$ cat config.mk
export PLATFORM = sky130hd
export DESIGN_NAME = swc_standby_ctrl
export DESIGN_NICKNAME = d
export VERILOG_FILES = /design/src/core/swc_pkg.sv /design/src/core/swc_standby_ctrl.sv /design/src/core/swc_sync.sv /design/src/core/swc_warmup.sv
export VERILOG_INCLUDE_DIRS = /design/src /design/src/core
export SDC_FILE = /design/constraint.sdc
export NUM_CORES = 1
export LEC_CHECK = 0
export BUFFER_PORTS_ARGS = -buffer_cell sky130_fd_sc_hd__buf_2
export CAP_MARGIN = 20
export CORE_ASPECT_RATIO = 2
export CORE_MARGIN = 2
export CORE_UTILIZATION = 45
export DETAILED_ROUTE_END_ITERATION = 12
export PLACE_DENSITY = 0.68
export REMOVE_ABC_BUFFERS = 1
export SETUP_SLACK_MARGIN = 0.15
export SKIP_LAST_GASP = 1
export SYNTH_ARGS = -nofsm -noshare
export SYNTH_HDL_FRONTEND = slang
export SYNTH_SLANG_ARGS = --single-unit
$ cat constraint.sdc
create_clock -name core_clk_i -period 4.4 [get_ports core_clk_i]
set_clock_uncertainty 0.1 [all_clocks]
set_input_delay 0.22 -clock core_clk_i [delete_from_list [all_inputs] [get_ports core_clk_i]]
set_output_delay 0.22 -clock core_clk_i [all_outputs]
set_load 0.02 [all_outputs]
$ cat src/core/swc_map.svh
`ifndef SWC_MAP_SVH
`define SWC_MAP_SVH

// ---------------------------------------------------------------
// Register offsets
// ---------------------------------------------------------------
`define SWC_ADDR_W 8
`define SWC_OFF_CTRL 8'h00
`define SWC_OFF_CMD 8'h04
`define SWC_OFF_STATUS 8'h08
`define SWC_OFF_BACKUP 8'h0C

// ---------------------------------------------------------------
// Control register fields
// ---------------------------------------------------------------
`define SWC_CTRL_W 8
`define SWC_CTRL_RST 8'h00
`define SWC_F_SEL_LO 0
`define SWC_F_SEL_HI 1
`define SWC_F_WU_LO 2
`define SWC_F_WU_HI 3
`define SWC_F_DRIVE 4
`define SWC_F_SLOW 5
`define SWC_F_HOSC_STOP 6
`define SWC_F_PHASE_MODE 7
`define SWC_CMD_ENTER 0

// ---------------------------------------------------------------
// Standby kinds in the select field
// ---------------------------------------------------------------
`define SWC_SEL_IDLE 2'h0
`define SWC_SEL_SLEEP 2'h1
`define SWC_SEL_STOP 2'h2

// ---------------------------------------------------------------
// Warm-up lengths as powers of two of oscillator cycles
// ---------------------------------------------------------------
`define SWC_WU_CNT_W 17
`define SWC_WU_EXP_01 8
`define SWC_WU_EXP_10 14
`define SWC_WU_EXP_11 16

// ---------------------------------------------------------------
// Status register fields
// ---------------------------------------------------------------
`define SWC_ST_MODE_LO 0
`define SWC_ST_MODE_HI 4
`define SWC_ST_SLOW 5
`define SWC_ST_HOSC 6
`define SWC_ST_BY_RESET 7
`define SWC_ST_BY_IRQ 8
`define SWC_ST_WU_DONE 9

`endif

$ cat src/core/swc_pkg.sv
package swc_pkg;

	// Operating states, one-hot
	typedef enum logic [4:0] {
		SWC_RUN = 5'h01,
		SWC_IDLE = 5'h02,
		SWC_SLEEP = 5'h04,
		SWC_STOP = 5'h08,
		SWC_WARM = 5'h10
	} swc_state_t;

endpackage : swc_pkg

$ cat src/core/swc_standby_ctrl.sv
// How it works
// - Reset ends any standby state
// - Reset exit keeps backup data, clears settings
// - Interrupt exit keeps all state untouched
// - Wake with interrupts enabled runs handler
// - Wake with interrupts disabled resumes next instruction
// - Wake sources qualified per standby kind
// - STOP wake completes after warm-up
// - Phase counter wakes SLEEP only in phase mode
// - Only level above mask wakes the block
// - STOP halts oscillators and internal clocks, except the low-speed clock when entered from SLOW
// - STOP pin states follow drive enable
// - System clock gated until warm-up done
// - STOP returns to prior NORMAL or SLOW
// - Warm-up select gives 2^8, 2^14, 2^16
// - Warm-up only on SLEEP/STOP/SLOW to NORMAL
// - SLOW through STOP needs no warm-up
//
// Local design decisions: the register addresses and register access over APB.
`timescale 1ns/100ps
`include "swc_map.svh"

module swc_standby_ctrl #(
	parameter int WU_SCALE_SHIFT = 0
) (
	// Clock and reset
	input wire logic core_clk_i,
	input wire logic srst_i,
	// APB slave
	input wire logic psel_i,
	input wire logic penable_i,
	input wire logic pwrite_i,
	input wire logic [`SWC_ADDR_W-1:0] paddr_i,
	input wire logic [31:0] pwdata_i,
	output logic [31:0] prdata_o,
	output logic pready_o,
	output logic pslverr_o,
	// Pins
	input wire logic ext_rst_n_i,
	input wire logic osc_clk_i,
	input wire logic [11:0] external_irq_lines_i,
	input wire logic [7:0] key_wake_inputs_i,
	// Wake sources from on-chip logic
	input wire logic watchdog_irq_i,
	input wire logic [9:0] timer_irqs_i,
	input wire logic [6:0] serial_rx_irqs_i,
	input wire logic serial_bus_irq_i,
	input wire logic converter_irq_i,
	input wire logic clock_timer_irq_i,
	input wire logic phase_counter_irq_i,
	// Processor core
	input wire logic cpu_interrupt_enable_i,
	input wire logic [2:0] irq_level_i,
	input wire logic [2:0] irq_mask_i,
	output logic take_handler_o,
	output logic resume_next_o,
	output logic settings_init_o,
	// Clock and pin control
	output logic sys_clk_en_o,
	output logic hosc_run_o,
	output logic low_speed_clock_run_o,
	output logic pin_drive_hold_o,
	output logic pin_float_o,
	output swc_pkg::swc_state_t mode_o
);

	import swc_pkg::*;

	// ---------------------------------------------------------------
	// Pin synchronisers
	// ---------------------------------------------------------------
	logic [21:0] pins_sync;
	logic ext_rst_n_s;
	logic osc_s;
	logic [11:0] ext_irq_s;
	logic [7:0] key_s;

	swc_sync #(
		.WIDTH(22),
		.RST_VAL(22'h200000)
	) u_sync (
		.core_clk_i(core_clk_i),
		.srst_i(srst_i),
		.async_i({ext_rst_n_i, osc_clk_i, external_irq_lines_i, key_wake_inputs_i}),
		.sync_o(pins_sync)
	);

	assign ext_rst_n_s = pins_sync[21];
	assign osc_s = pins_sync[20];
	assign ext_irq_s = pins_sync[19:8];
	assign key_s = pins_sync[7:0];

	// Oscillator edge as one-cycle tick
	logic osc_d_r;
	logic osc_tick;

	always_ff @(posedge core_clk_i) begin
		if (srst_i) begin
			osc_d_r <= 1'b0;
		end else begin
			osc_d_r <= osc_s;
		end
	end

	assign osc_tick = osc_s && !osc_d_r;

	// ---------------------------------------------------------------
	// Registers
	// ---------------------------------------------------------------
	logic [`SWC_CTRL_W-1:0] ctrl_r;
	logic [31:0] backup_r;
	logic enter_req;
	logic apb_wr;
	logic apb_setup;
	logic ext_rst;
	logic [1:0] stby_sel;
	logic [1:0] wu_sel;
	logic drive_en;
	logic slow_sel;
	logic hosc_stop;
	logic phase_mode;

	assign apb_setup = psel_i && !penable_i;
	assign apb_wr = psel_i && penable_i && pready_o && pwrite_i;
	assign ext_rst = !ext_rst_n_s;
	assign stby_sel = ctrl_r[`SWC_F_SEL_HI:`SWC_F_SEL_LO];
	assign wu_sel = ctrl_r[`SWC_F_WU_HI:`SWC_F_WU_LO];
	assign drive_en = ctrl_r[`SWC_F_DRIVE];
	assign slow_sel = ctrl_r[`SWC_F_SLOW];
	assign hosc_stop = ctrl_r[`SWC_F_HOSC_STOP];
	assign phase_mode = ctrl_r[`SWC_F_PHASE_MODE];
	assign enter_req = apb_wr && (paddr_i == `SWC_OFF_CMD) && pwdata_i[`SWC_CMD_ENTER];

	// Settings cleared by a reset exit, held across an interrupt exit
	always_ff @(posedge core_clk_i) begin
		if (srst_i || ext_rst) begin
			ctrl_r <= `SWC_CTRL_RST;
		end else if (apb_wr && paddr_i == `SWC_OFF_CTRL) begin
			ctrl_r <= pwdata_i[`SWC_CTRL_W-1:0];
		end
	end

	// Backup data survives the pin reset
	always_ff @(posedge core_clk_i) begin
		if (srst_i) begin
			backup_r <= 32'h00000000;
		end else if (apb_wr && paddr_i == `SWC_OFF_BACKUP) begin
			backup_r <= pwdata_i;
		end
	end

	// ---------------------------------------------------------------
	// Wake qualification
	// ---------------------------------------------------------------
	logic level_ok;
	logic pin_src;
	logic sleep_src;
	logic idle_src;
	logic wake_idle;
	logic wake_sleep;
	logic wake_stop;

	assign level_ok = irq_level_i > irq_mask_i;
	assign pin_src = |ext_irq_s || |key_s;
	assign sleep_src = pin_src || clock_timer_irq_i || (phase_counter_irq_i && phase_mode);
	assign idle_src = sleep_src || watchdog_irq_i || |timer_irqs_i || |serial_rx_irqs_i
		|| serial_bus_irq_i || converter_irq_i || phase_counter_irq_i;
	assign wake_idle = idle_src && level_ok;
	assign wake_sleep = sleep_src && level_ok;
	assign wake_stop = pin_src && level_ok;

	// ---------------------------------------------------------------
	// Mode state machine
	// ---------------------------------------------------------------
	swc_state_t state_r;
	swc_state_t state_nxt;
	logic slow_active_r;
	logic hosc_off_r;
	logic wu_start;
	logic wu_done;
	logic release_ev;
	logic warm_to_slow_r;
	logic warm_to_slow_nxt;

	always_comb begin
		state_nxt = state_r;
		wu_start = 1'b0;
		release_ev = 1'b0;
		warm_to_slow_nxt = warm_to_slow_r;
		case (state_r)
			SWC_RUN: begin
				if (enter_req) begin
					case (stby_sel)
						`SWC_SEL_IDLE: state_nxt = SWC_IDLE;
						`SWC_SEL_SLEEP: state_nxt = SWC_SLEEP;
						`SWC_SEL_STOP: state_nxt = SWC_STOP;
						default: state_nxt = SWC_RUN;
					endcase
				end else if (slow_active_r && !slow_sel && hosc_off_r) begin
					state_nxt = SWC_WARM;
					warm_to_slow_nxt = 1'b0;
					wu_start = 1'b1;
				end
			end
			SWC_IDLE: begin
				if (wake_idle) begin
					state_nxt = SWC_RUN;
					release_ev = 1'b1;
				end
			end
			SWC_SLEEP: begin
				if (wake_sleep && slow_active_r) begin
					state_nxt = SWC_RUN;
					release_ev = 1'b1;
				end else if (wake_sleep) begin
					state_nxt = SWC_WARM;
					warm_to_slow_nxt = 1'b0;
					wu_start = 1'b1;
				end
			end
			SWC_STOP: begin
				if (wake_stop && slow_active_r) begin
					state_nxt = SWC_RUN;
					release_ev = 1'b1;
				end else if (wake_stop) begin
					state_nxt = SWC_WARM;
					warm_to_slow_nxt = 1'b0;
					wu_start = 1'b1;
				end
			end
			SWC_WARM: begin
				if (wu_done && !wu_start) begin
					state_nxt = SWC_RUN;
					release_ev = 1'b1;
				end
			end
			default: begin
				state_nxt = SWC_RUN;
			end
		endcase
	end

	always_ff @(posedge core_clk_i) begin
		if (srst_i || ext_rst) begin
			state_r <= SWC_RUN;
		end else begin
			state_r <= state_nxt;
		end
	end

	always_ff @(posedge core_clk_i) begin
		if (srst_i || ext_rst) begin
			warm_to_slow_r <= 1'b0;
		end else begin
			warm_to_slow_r <= warm_to_slow_nxt;
		end
	end

	// Active run mode only follows the select bit while running
	always_ff @(posedge core_clk_i) begin
		if (srst_i || ext_rst) begin
			slow_active_r <= 1'b0;
		end else if (state_r == SWC_RUN && state_nxt == SWC_RUN) begin
			slow_active_r <= slow_sel;
		end else if (state_r == SWC_WARM && state_nxt == SWC_RUN) begin
			slow_active_r <= warm_to_slow_r;
		end
	end

	// High-speed oscillator status, off in SLOW when stopped by software
	always_ff @(posedge core_clk_i) begin
		if (srst_i || ext_rst) begin
			hosc_off_r <= 1'b0;
		end else if (state_r == SWC_RUN && slow_active_r && hosc_stop) begin
			hosc_off_r <= 1'b1;
		end else if (state_r == SWC_WARM && state_nxt == SWC_RUN) begin
			hosc_off_r <= 1'b0;
		end
	end

	// ---------------------------------------------------------------
	// Warm-up counter
	// ---------------------------------------------------------------
	swc_warmup #(
		.SCALE_SHIFT(WU_SCALE_SHIFT)
	) u_warmup (
		.core_clk_i(core_clk_i),
		.srst_i(srst_i),
		.start_i(wu_start),
		.tick_i(osc_tick),
		.sel_i(wu_sel),
		.done_o(wu_done)
	);

	// ---------------------------------------------------------------
	// Release outcome toward the core
	// ---------------------------------------------------------------
	logic by_reset_r;
	logic by_irq_r;
	logic ext_rst_d_r;
	logic stby_any;

	assign stby_any = state_r != SWC_RUN;

	always_ff @(posedge core_clk_i) begin
		if (srst_i) begin
			take_handler_o <= 1'b0;
			resume_next_o <= 1'b0;
		end else begin
			take_handler_o <= release_ev && cpu_interrupt_enable_i;
			resume_next_o <= release_ev && !cpu_interrupt_enable_i;
		end
	end

	always_ff @(posedge core_clk_i) begin
		if (srst_i) begin
			ext_rst_d_r <= 1'b0;
		end else begin
			ext_rst_d_r <= ext_rst;
		end
	end

	// One pulse as the pin reset lifts
	always_ff @(posedge core_clk_i) begin
		if (srst_i) begin
			settings_init_o <= 1'b0;
		end else begin
			settings_init_o <= ext_rst_d_r && !ext_rst;
		end
	end

	// Cause of the last exit; new standby entry clears it
	always_ff @(posedge core_clk_i) begin
		if (srst_i) begin
			by_reset_r <= 1'b0;
			by_irq_r <= 1'b0;
		end else if (ext_rst) begin
			by_reset_r <= stby_any || by_reset_r;
			by_irq_r <= 1'b0;
		end else if (release_ev) begin
			by_reset_r <= 1'b0;
			by_irq_r <= 1'b1;
		end else if (enter_req) begin
			by_reset_r <= 1'b0;
			by_irq_r <= 1'b0;
		end
	end

	// ---------------------------------------------------------------
	// Clock and pin control
	// ---------------------------------------------------------------
	always_ff @(posedge core_clk_i) begin
		if (srst_i) begin
			sys_clk_en_o <= 1'b1;
			hosc_run_o <= 1'b1;
			low_speed_clock_run_o <= 1'b1;
			pin_drive_hold_o <= 1'b0;
			pin_float_o <= 1'b0;
			mode_o <= SWC_RUN;
		end else begin
			sys_clk_en_o <= state_nxt == SWC_RUN;
			hosc_run_o <= !(state_nxt == SWC_STOP || state_nxt == SWC_SLEEP)
				&& !(state_nxt == SWC_RUN && slow_active_r && hosc_stop);
			low_speed_clock_run_o <= state_nxt != SWC_STOP || slow_active_r;
			pin_drive_hold_o <= state_nxt == SWC_STOP && drive_en;
			pin_float_o <= state_nxt == SWC_STOP && !drive_en;
			mode_o <= state_nxt;
		end
	end

	// ---------------------------------------------------------------
	// APB slave, zero wait states
	// ---------------------------------------------------------------
	logic addr_ok;
	logic [31:0] rd_mux;

	assign addr_ok = paddr_i == `SWC_OFF_CTRL || paddr_i == `SWC_OFF_CMD
		|| paddr_i == `SWC_OFF_STATUS || paddr_i == `SWC_OFF_BACKUP;

	always_comb begin
		rd_mux = 32'h00000000;
		case (paddr_i)
			`SWC_OFF_CTRL: rd_mux[`SWC_CTRL_W-1:0] = ctrl_r;
			`SWC_OFF_STATUS: begin
				rd_mux[`SWC_ST_MODE_HI:`SWC_ST_MODE_LO] = state_r;
				rd_mux[`SWC_ST_SLOW] = slow_active_r;
				rd_mux[`SWC_ST_HOSC] = !hosc_off_r;
				rd_mux[`SWC_ST_BY_RESET] = by_reset_r;
				rd_mux[`SWC_ST_BY_IRQ] = by_irq_r;
				rd_mux[`SWC_ST_WU_DONE] = wu_done;
			end
			`SWC_OFF_BACKUP: rd_mux = backup_r;
			default: rd_mux = 32'h00000000;
		endcase
	end

	always_ff @(posedge core_clk_i) begin
		if (srst_i) begin
			pready_o <= 1'b0;
			pslverr_o <= 1'b0;
			prdata_o <= 32'h00000000;
		end else if (apb_setup) begin
			pready_o <= 1'b1;
			pslverr_o <= !addr_ok || (!pwrite_i && paddr_i == `SWC_OFF_CMD);
			prdata_o <= pwrite_i ? 32'h00000000 : rd_mux;
		end else begin
			pready_o <= 1'b0;
			pslverr_o <= 1'b0;
		end
	end

endmodule : swc_standby_ctrl

$ cat src/core/swc_sync.sv
`timescale 1ns/100ps

module swc_sync #(
	parameter int WIDTH = 1,
	parameter logic [WIDTH-1:0] RST_VAL = '0
) (
	// Clock and reset
	input wire logic core_clk_i,
	input wire logic srst_i,
	// Data
	input wire logic [WIDTH-1:0] async_i,
	output logic [WIDTH-1:0] sync_o
);

	logic [WIDTH-1:0] meta_r;
	logic [WIDTH-1:0] sync_r;

	always_ff @(posedge core_clk_i) begin
		if (srst_i) begin
			meta_r <= RST_VAL;
			sync_r <= RST_VAL;
		end else begin
			meta_r <= async_i;
			sync_r <= meta_r;
		end
	end

	assign sync_o = sync_r;

endmodule : swc_sync

$ cat src/core/swc_warmup.sv
`timescale 1ns/100ps
`include "swc_map.svh"

module swc_warmup #(
	parameter int SCALE_SHIFT = 0
) (
	// Clock and reset
	input wire logic core_clk_i,
	input wire logic srst_i,
	// Control
	input wire logic start_i,
	input wire logic tick_i,
	input wire logic [1:0] sel_i,
	// Status
	output logic done_o
);

	logic [`SWC_WU_CNT_W-1:0] cnt_r;
	logic [`SWC_WU_CNT_W-1:0] term;
	logic [`SWC_WU_CNT_W-1:0] scaled;

	// Terminal count of oscillator cycles for a selection
	function automatic logic [`SWC_WU_CNT_W-1:0] wu_term(input logic [1:0] sel);
		logic [`SWC_WU_CNT_W-1:0] one;
		one = `SWC_WU_CNT_W'(1);
		case (sel)
			2'h2: wu_term = one << `SWC_WU_EXP_10;
			2'h3: wu_term = one << `SWC_WU_EXP_11;
			default: wu_term = one << `SWC_WU_EXP_01;
		endcase
	endfunction : wu_term

	// Scaled count never drops below one tick
	assign scaled = wu_term(sel_i) >> SCALE_SHIFT;
	assign term = (scaled == '0) ? `SWC_WU_CNT_W'(1) : scaled;

	always_ff @(posedge core_clk_i) begin
		if (srst_i || start_i) begin
			cnt_r <= '0;
		end else if (tick_i && !done_o) begin
			cnt_r <= cnt_r + `SWC_WU_CNT_W'(1);
		end
	end

	always_ff @(posedge core_clk_i) begin
		if (srst_i || start_i) begin
			done_o <= 1'b0;
		end else if (tick_i && (cnt_r + `SWC_WU_CNT_W'(1) >= term)) begin
			done_o <= 1'b1;
		end
	end

endmodule : swc_warmup

==> summary.md <==
| Metric | Value |
|---|---|
| Register bit total from synthesis | `160` |
| Reg2reg setup slack | `1.14 ns` |
| Max VDD drop | `0.000289 V` |
| Slew @ Worst Pin | `0.948 ns` |
| Clk pin slew, worst setup/hold paths | `0.06 ns` |
| Core area | `0.0139 mm2` |
| Post-synth EDFFs | `0` |
| Number of global-route vias before repair | `5866` |
| HP Class | `primary input to register` |
| CTS H-tree lvls | `4` |
| Worst flop-to-flop path endpoint | `u_warmup.done_o` |
| Ratio of cells with drive above 1 in the final layout | `0.258` |
| Via count | `5554` |
| Tot Pwr | `0.00318 W` |
| Worst skew pair latency | `0.42 ns` |
| Routed Antenna Nets | `0` |
| Most common cell after layout, fill and taps aside | `dfxtp_1` |
| Asr flop ratio synth | `0` |
| Commonest cells after routing, fill and taps aside | `dfxtp_1, buf_2, nand2_1` |
| Post-route minimum period | `3.26 ns` |
| # rows | `61` |
| Primary FF master, synth | `dfxtp_1` |
| Max transition margin | `0.368` |
| Worst hold slack | `0.0998 ns` |
| Initial DRC count | `203` |
| Buffers on Ports | `142` |
| Clock Sinks | `160` |
| First-pass GRT wire length | `26600 um` |
| CTS max path bufs | `2` |
| Post-DP HPWL | `11500 um` |
| Die H | `173 um` |
| Routed WL | `16500 um` |
| Die width | `88.5 um` |
| Final GP Congestion | `0.905` |
| Worst Hold Path EP | `pslverr_o` |
| Number of CTS-inserted buffers | `17` |
| Slew Viols, Final | `0` |
| Setup CP Type | `register to register` |
| Max Freq | `0.307 GHz` |
| Post-CTS Setup Inserts | `0` |
| Synth cell types | `61` |
| # setup viols final | `0` |
| Initial core utilization | `0.462` |
| Hold Violations, Final | `0` |
| Area Overhead vs Synth | `30.4%` |
| Die Area | `0.0153 mm2` |
| Seq/Total Area, Yosys | `0.499` |
| Worst Path Arrival | `3.43 ns` |
| Power per cell area | `380 mW/mm2` |
| Maximum capacitance violations | `0` |
| RSZ-0062 raised after global routing | `no` |
| Status | `finished clean` |
| Largest net degree at the start of global routing | `86` |
| Initial antenna violation count | `0` |
| Critical Path Start Type | `register` |
| WL per Instance | `15.2 um` |
| DR DRC count | `0` |
| Worst Hold Launch | `pwrite_i` |
| Finished Layout Cells | `1084` |
| Setup Total Neg Slack | `0 ns` |
| Tcrit/Tclk final | `0.741` |
| Number of hold buffers added after CTS | `55` |
| I/O pins | `143` |
| Via-to-Cell Ratio | `5.12` |
| Dpl cells | `997` |
| Design area | `0.00837 mm2` |
| CTS tree | `built` |
| GR Util All Layers | `0.219` |
| Ant. Diodes | `0` |
| Grt total ovfl | `0` |
| Element type at the critical path end | `register` |
| Crit-path max FO | `8` |
| Mapped Cells | `702` |
| Synth Cell Area | `0.00642 mm2` |
| Yosys Warn Count | `0` |
| Nets@finish | `986` |
| DRT Pass-1 Iters | `4` |
| Post-DP Area | `0.00721 mm2` |
| Syn_area_per_cell | `9.15 um2` |
| Root Buffer | `clkbuf_16` |
| Post_cts resized | `0` |
| Pleak | `3.31 nW` |
| Hold path depth | `3` |
| Critical Path RT | `4.57 ns` |
| Worst r2r src | `u_warmup.cnt_r[0]` |
| Worst-case reg-to-reg path depth | `10` |
-- critical path: stages, from the launching register on --
cell and delay, ns:
dfxtp_1 0.41, ha_1 0.38, inv_1 0.10, nor2_1 0.22, nand3_1 0.22, xnor2_1 0.18
ha_1 0.21, or4b_1 0.56, a211o_1 0.32, o311ai_1 0.29, a211oi_1 0.13
-- logic make-up after synthesis --
| group | Yosys count | synth area share |
|---|---|---|
| AO/OA/AOI/OAI | 120 | 0.133 |
| XOR/XNOR | 26 | 0.0355 |
| adder cells (fa/ha/maj) | 8 | 0.0156 |
| buffers and inverters | 53 | 0.0403 |
| flip-flops | 160 | 0.499 |
| multiplexers | 12 | 0.0187 |
| AND/OR/NAND/NOR | 323 | 0.259 |
-- registers in the layout (all words and copies together) (netlist names), 5 cells and up --
register	count
ctrl_r	8
u_sync.meta_r	22
prdata_o	32
mode_o	5
u_sync.sync_o	22
backup_r	32
state_r	5
u_warmup.cnt_r	17
-- metrics by stage --
stage | worst slack (ns) | util
3_3_place_gp | 1.40 | 0.519
3_5_place_dp | 1.25 | 0.519
5_1_grt | 1.02 | 0.603
2_1_floorplan | 1.56 | -
4_1_cts | 1.18 | 0.603
6_report | 1.14 | 0.603
-- synthesized netlist by cell type, drive strengths merged (10+ instances only) --
cell    number  share of area
nand2       95          0.056
nor2        91          0.064
dfxtp      160           0.50
nand3       18          0.014
xor2        12          0.016
nor2b       45          0.044
buf         16          0.019
a22oi       24          0.044
clkbuf      25          0.015
a21oi       65          0.051
xnor2       14          0.019
nor3        10         0.0078
nor4        11          0.013
mux2i       12          0.019
nand4       10         0.0097
inv         11         0.0064
-- layout make-up --
| cell class | count | area (um2) |
|---|---|---|
| clock buffers | 18 | 439 |
| clock inverters | 14 | 179 |
| fillers | 1202 | 5520 |
| inverters | 12 | 45.0 |
| multi-input cells | 489 | 2970 |
| flip-flops and latches | 160 | 3200 |
| well taps | 189 | 236 |
| repair buffers | 202 | 1300 |
-- report_power, final --
part	internal, W	leakage, nW	total [W]	switching, W
logic	0.0000880	1.71	0.000173	0.0000851
registers	0.00147	1.30	0.00148	0.00000664
clock network	0.000919	0.300	0.00154	0.000617
total	0.00248	3.31	0.00318	0.000708
-- worst max-delay path by stage --
stage	from	to	slack (ns)
finish	u_warmup.cnt_r[0]	u_warmup.done_o	1.14
global route	u_warmup.cnt_r[0]	u_warmup.done_o	1.02
CTS	u_warmup.cnt_r[0]	u_warmup.done_o	1.18
detailed placement	u_warmup.cnt_r[0]	u_warmup.done_o	1.25
global placement	u_warmup.cnt_r[0]	u_warmup.done_o	1.40
floorplan	paddr_i[5]	backup_r[0]	1.56
-- layer usage --
metal  wire, um  vias up  global-route usage
met5          0        -                   0
met4        396        0              0.0827
met1       6110     2603               0.212
li1           -     2751                   -
met3        848       33              0.0568
met2       9160      167               0.419
Note: power is estimated with default switching activity, not from simulation.
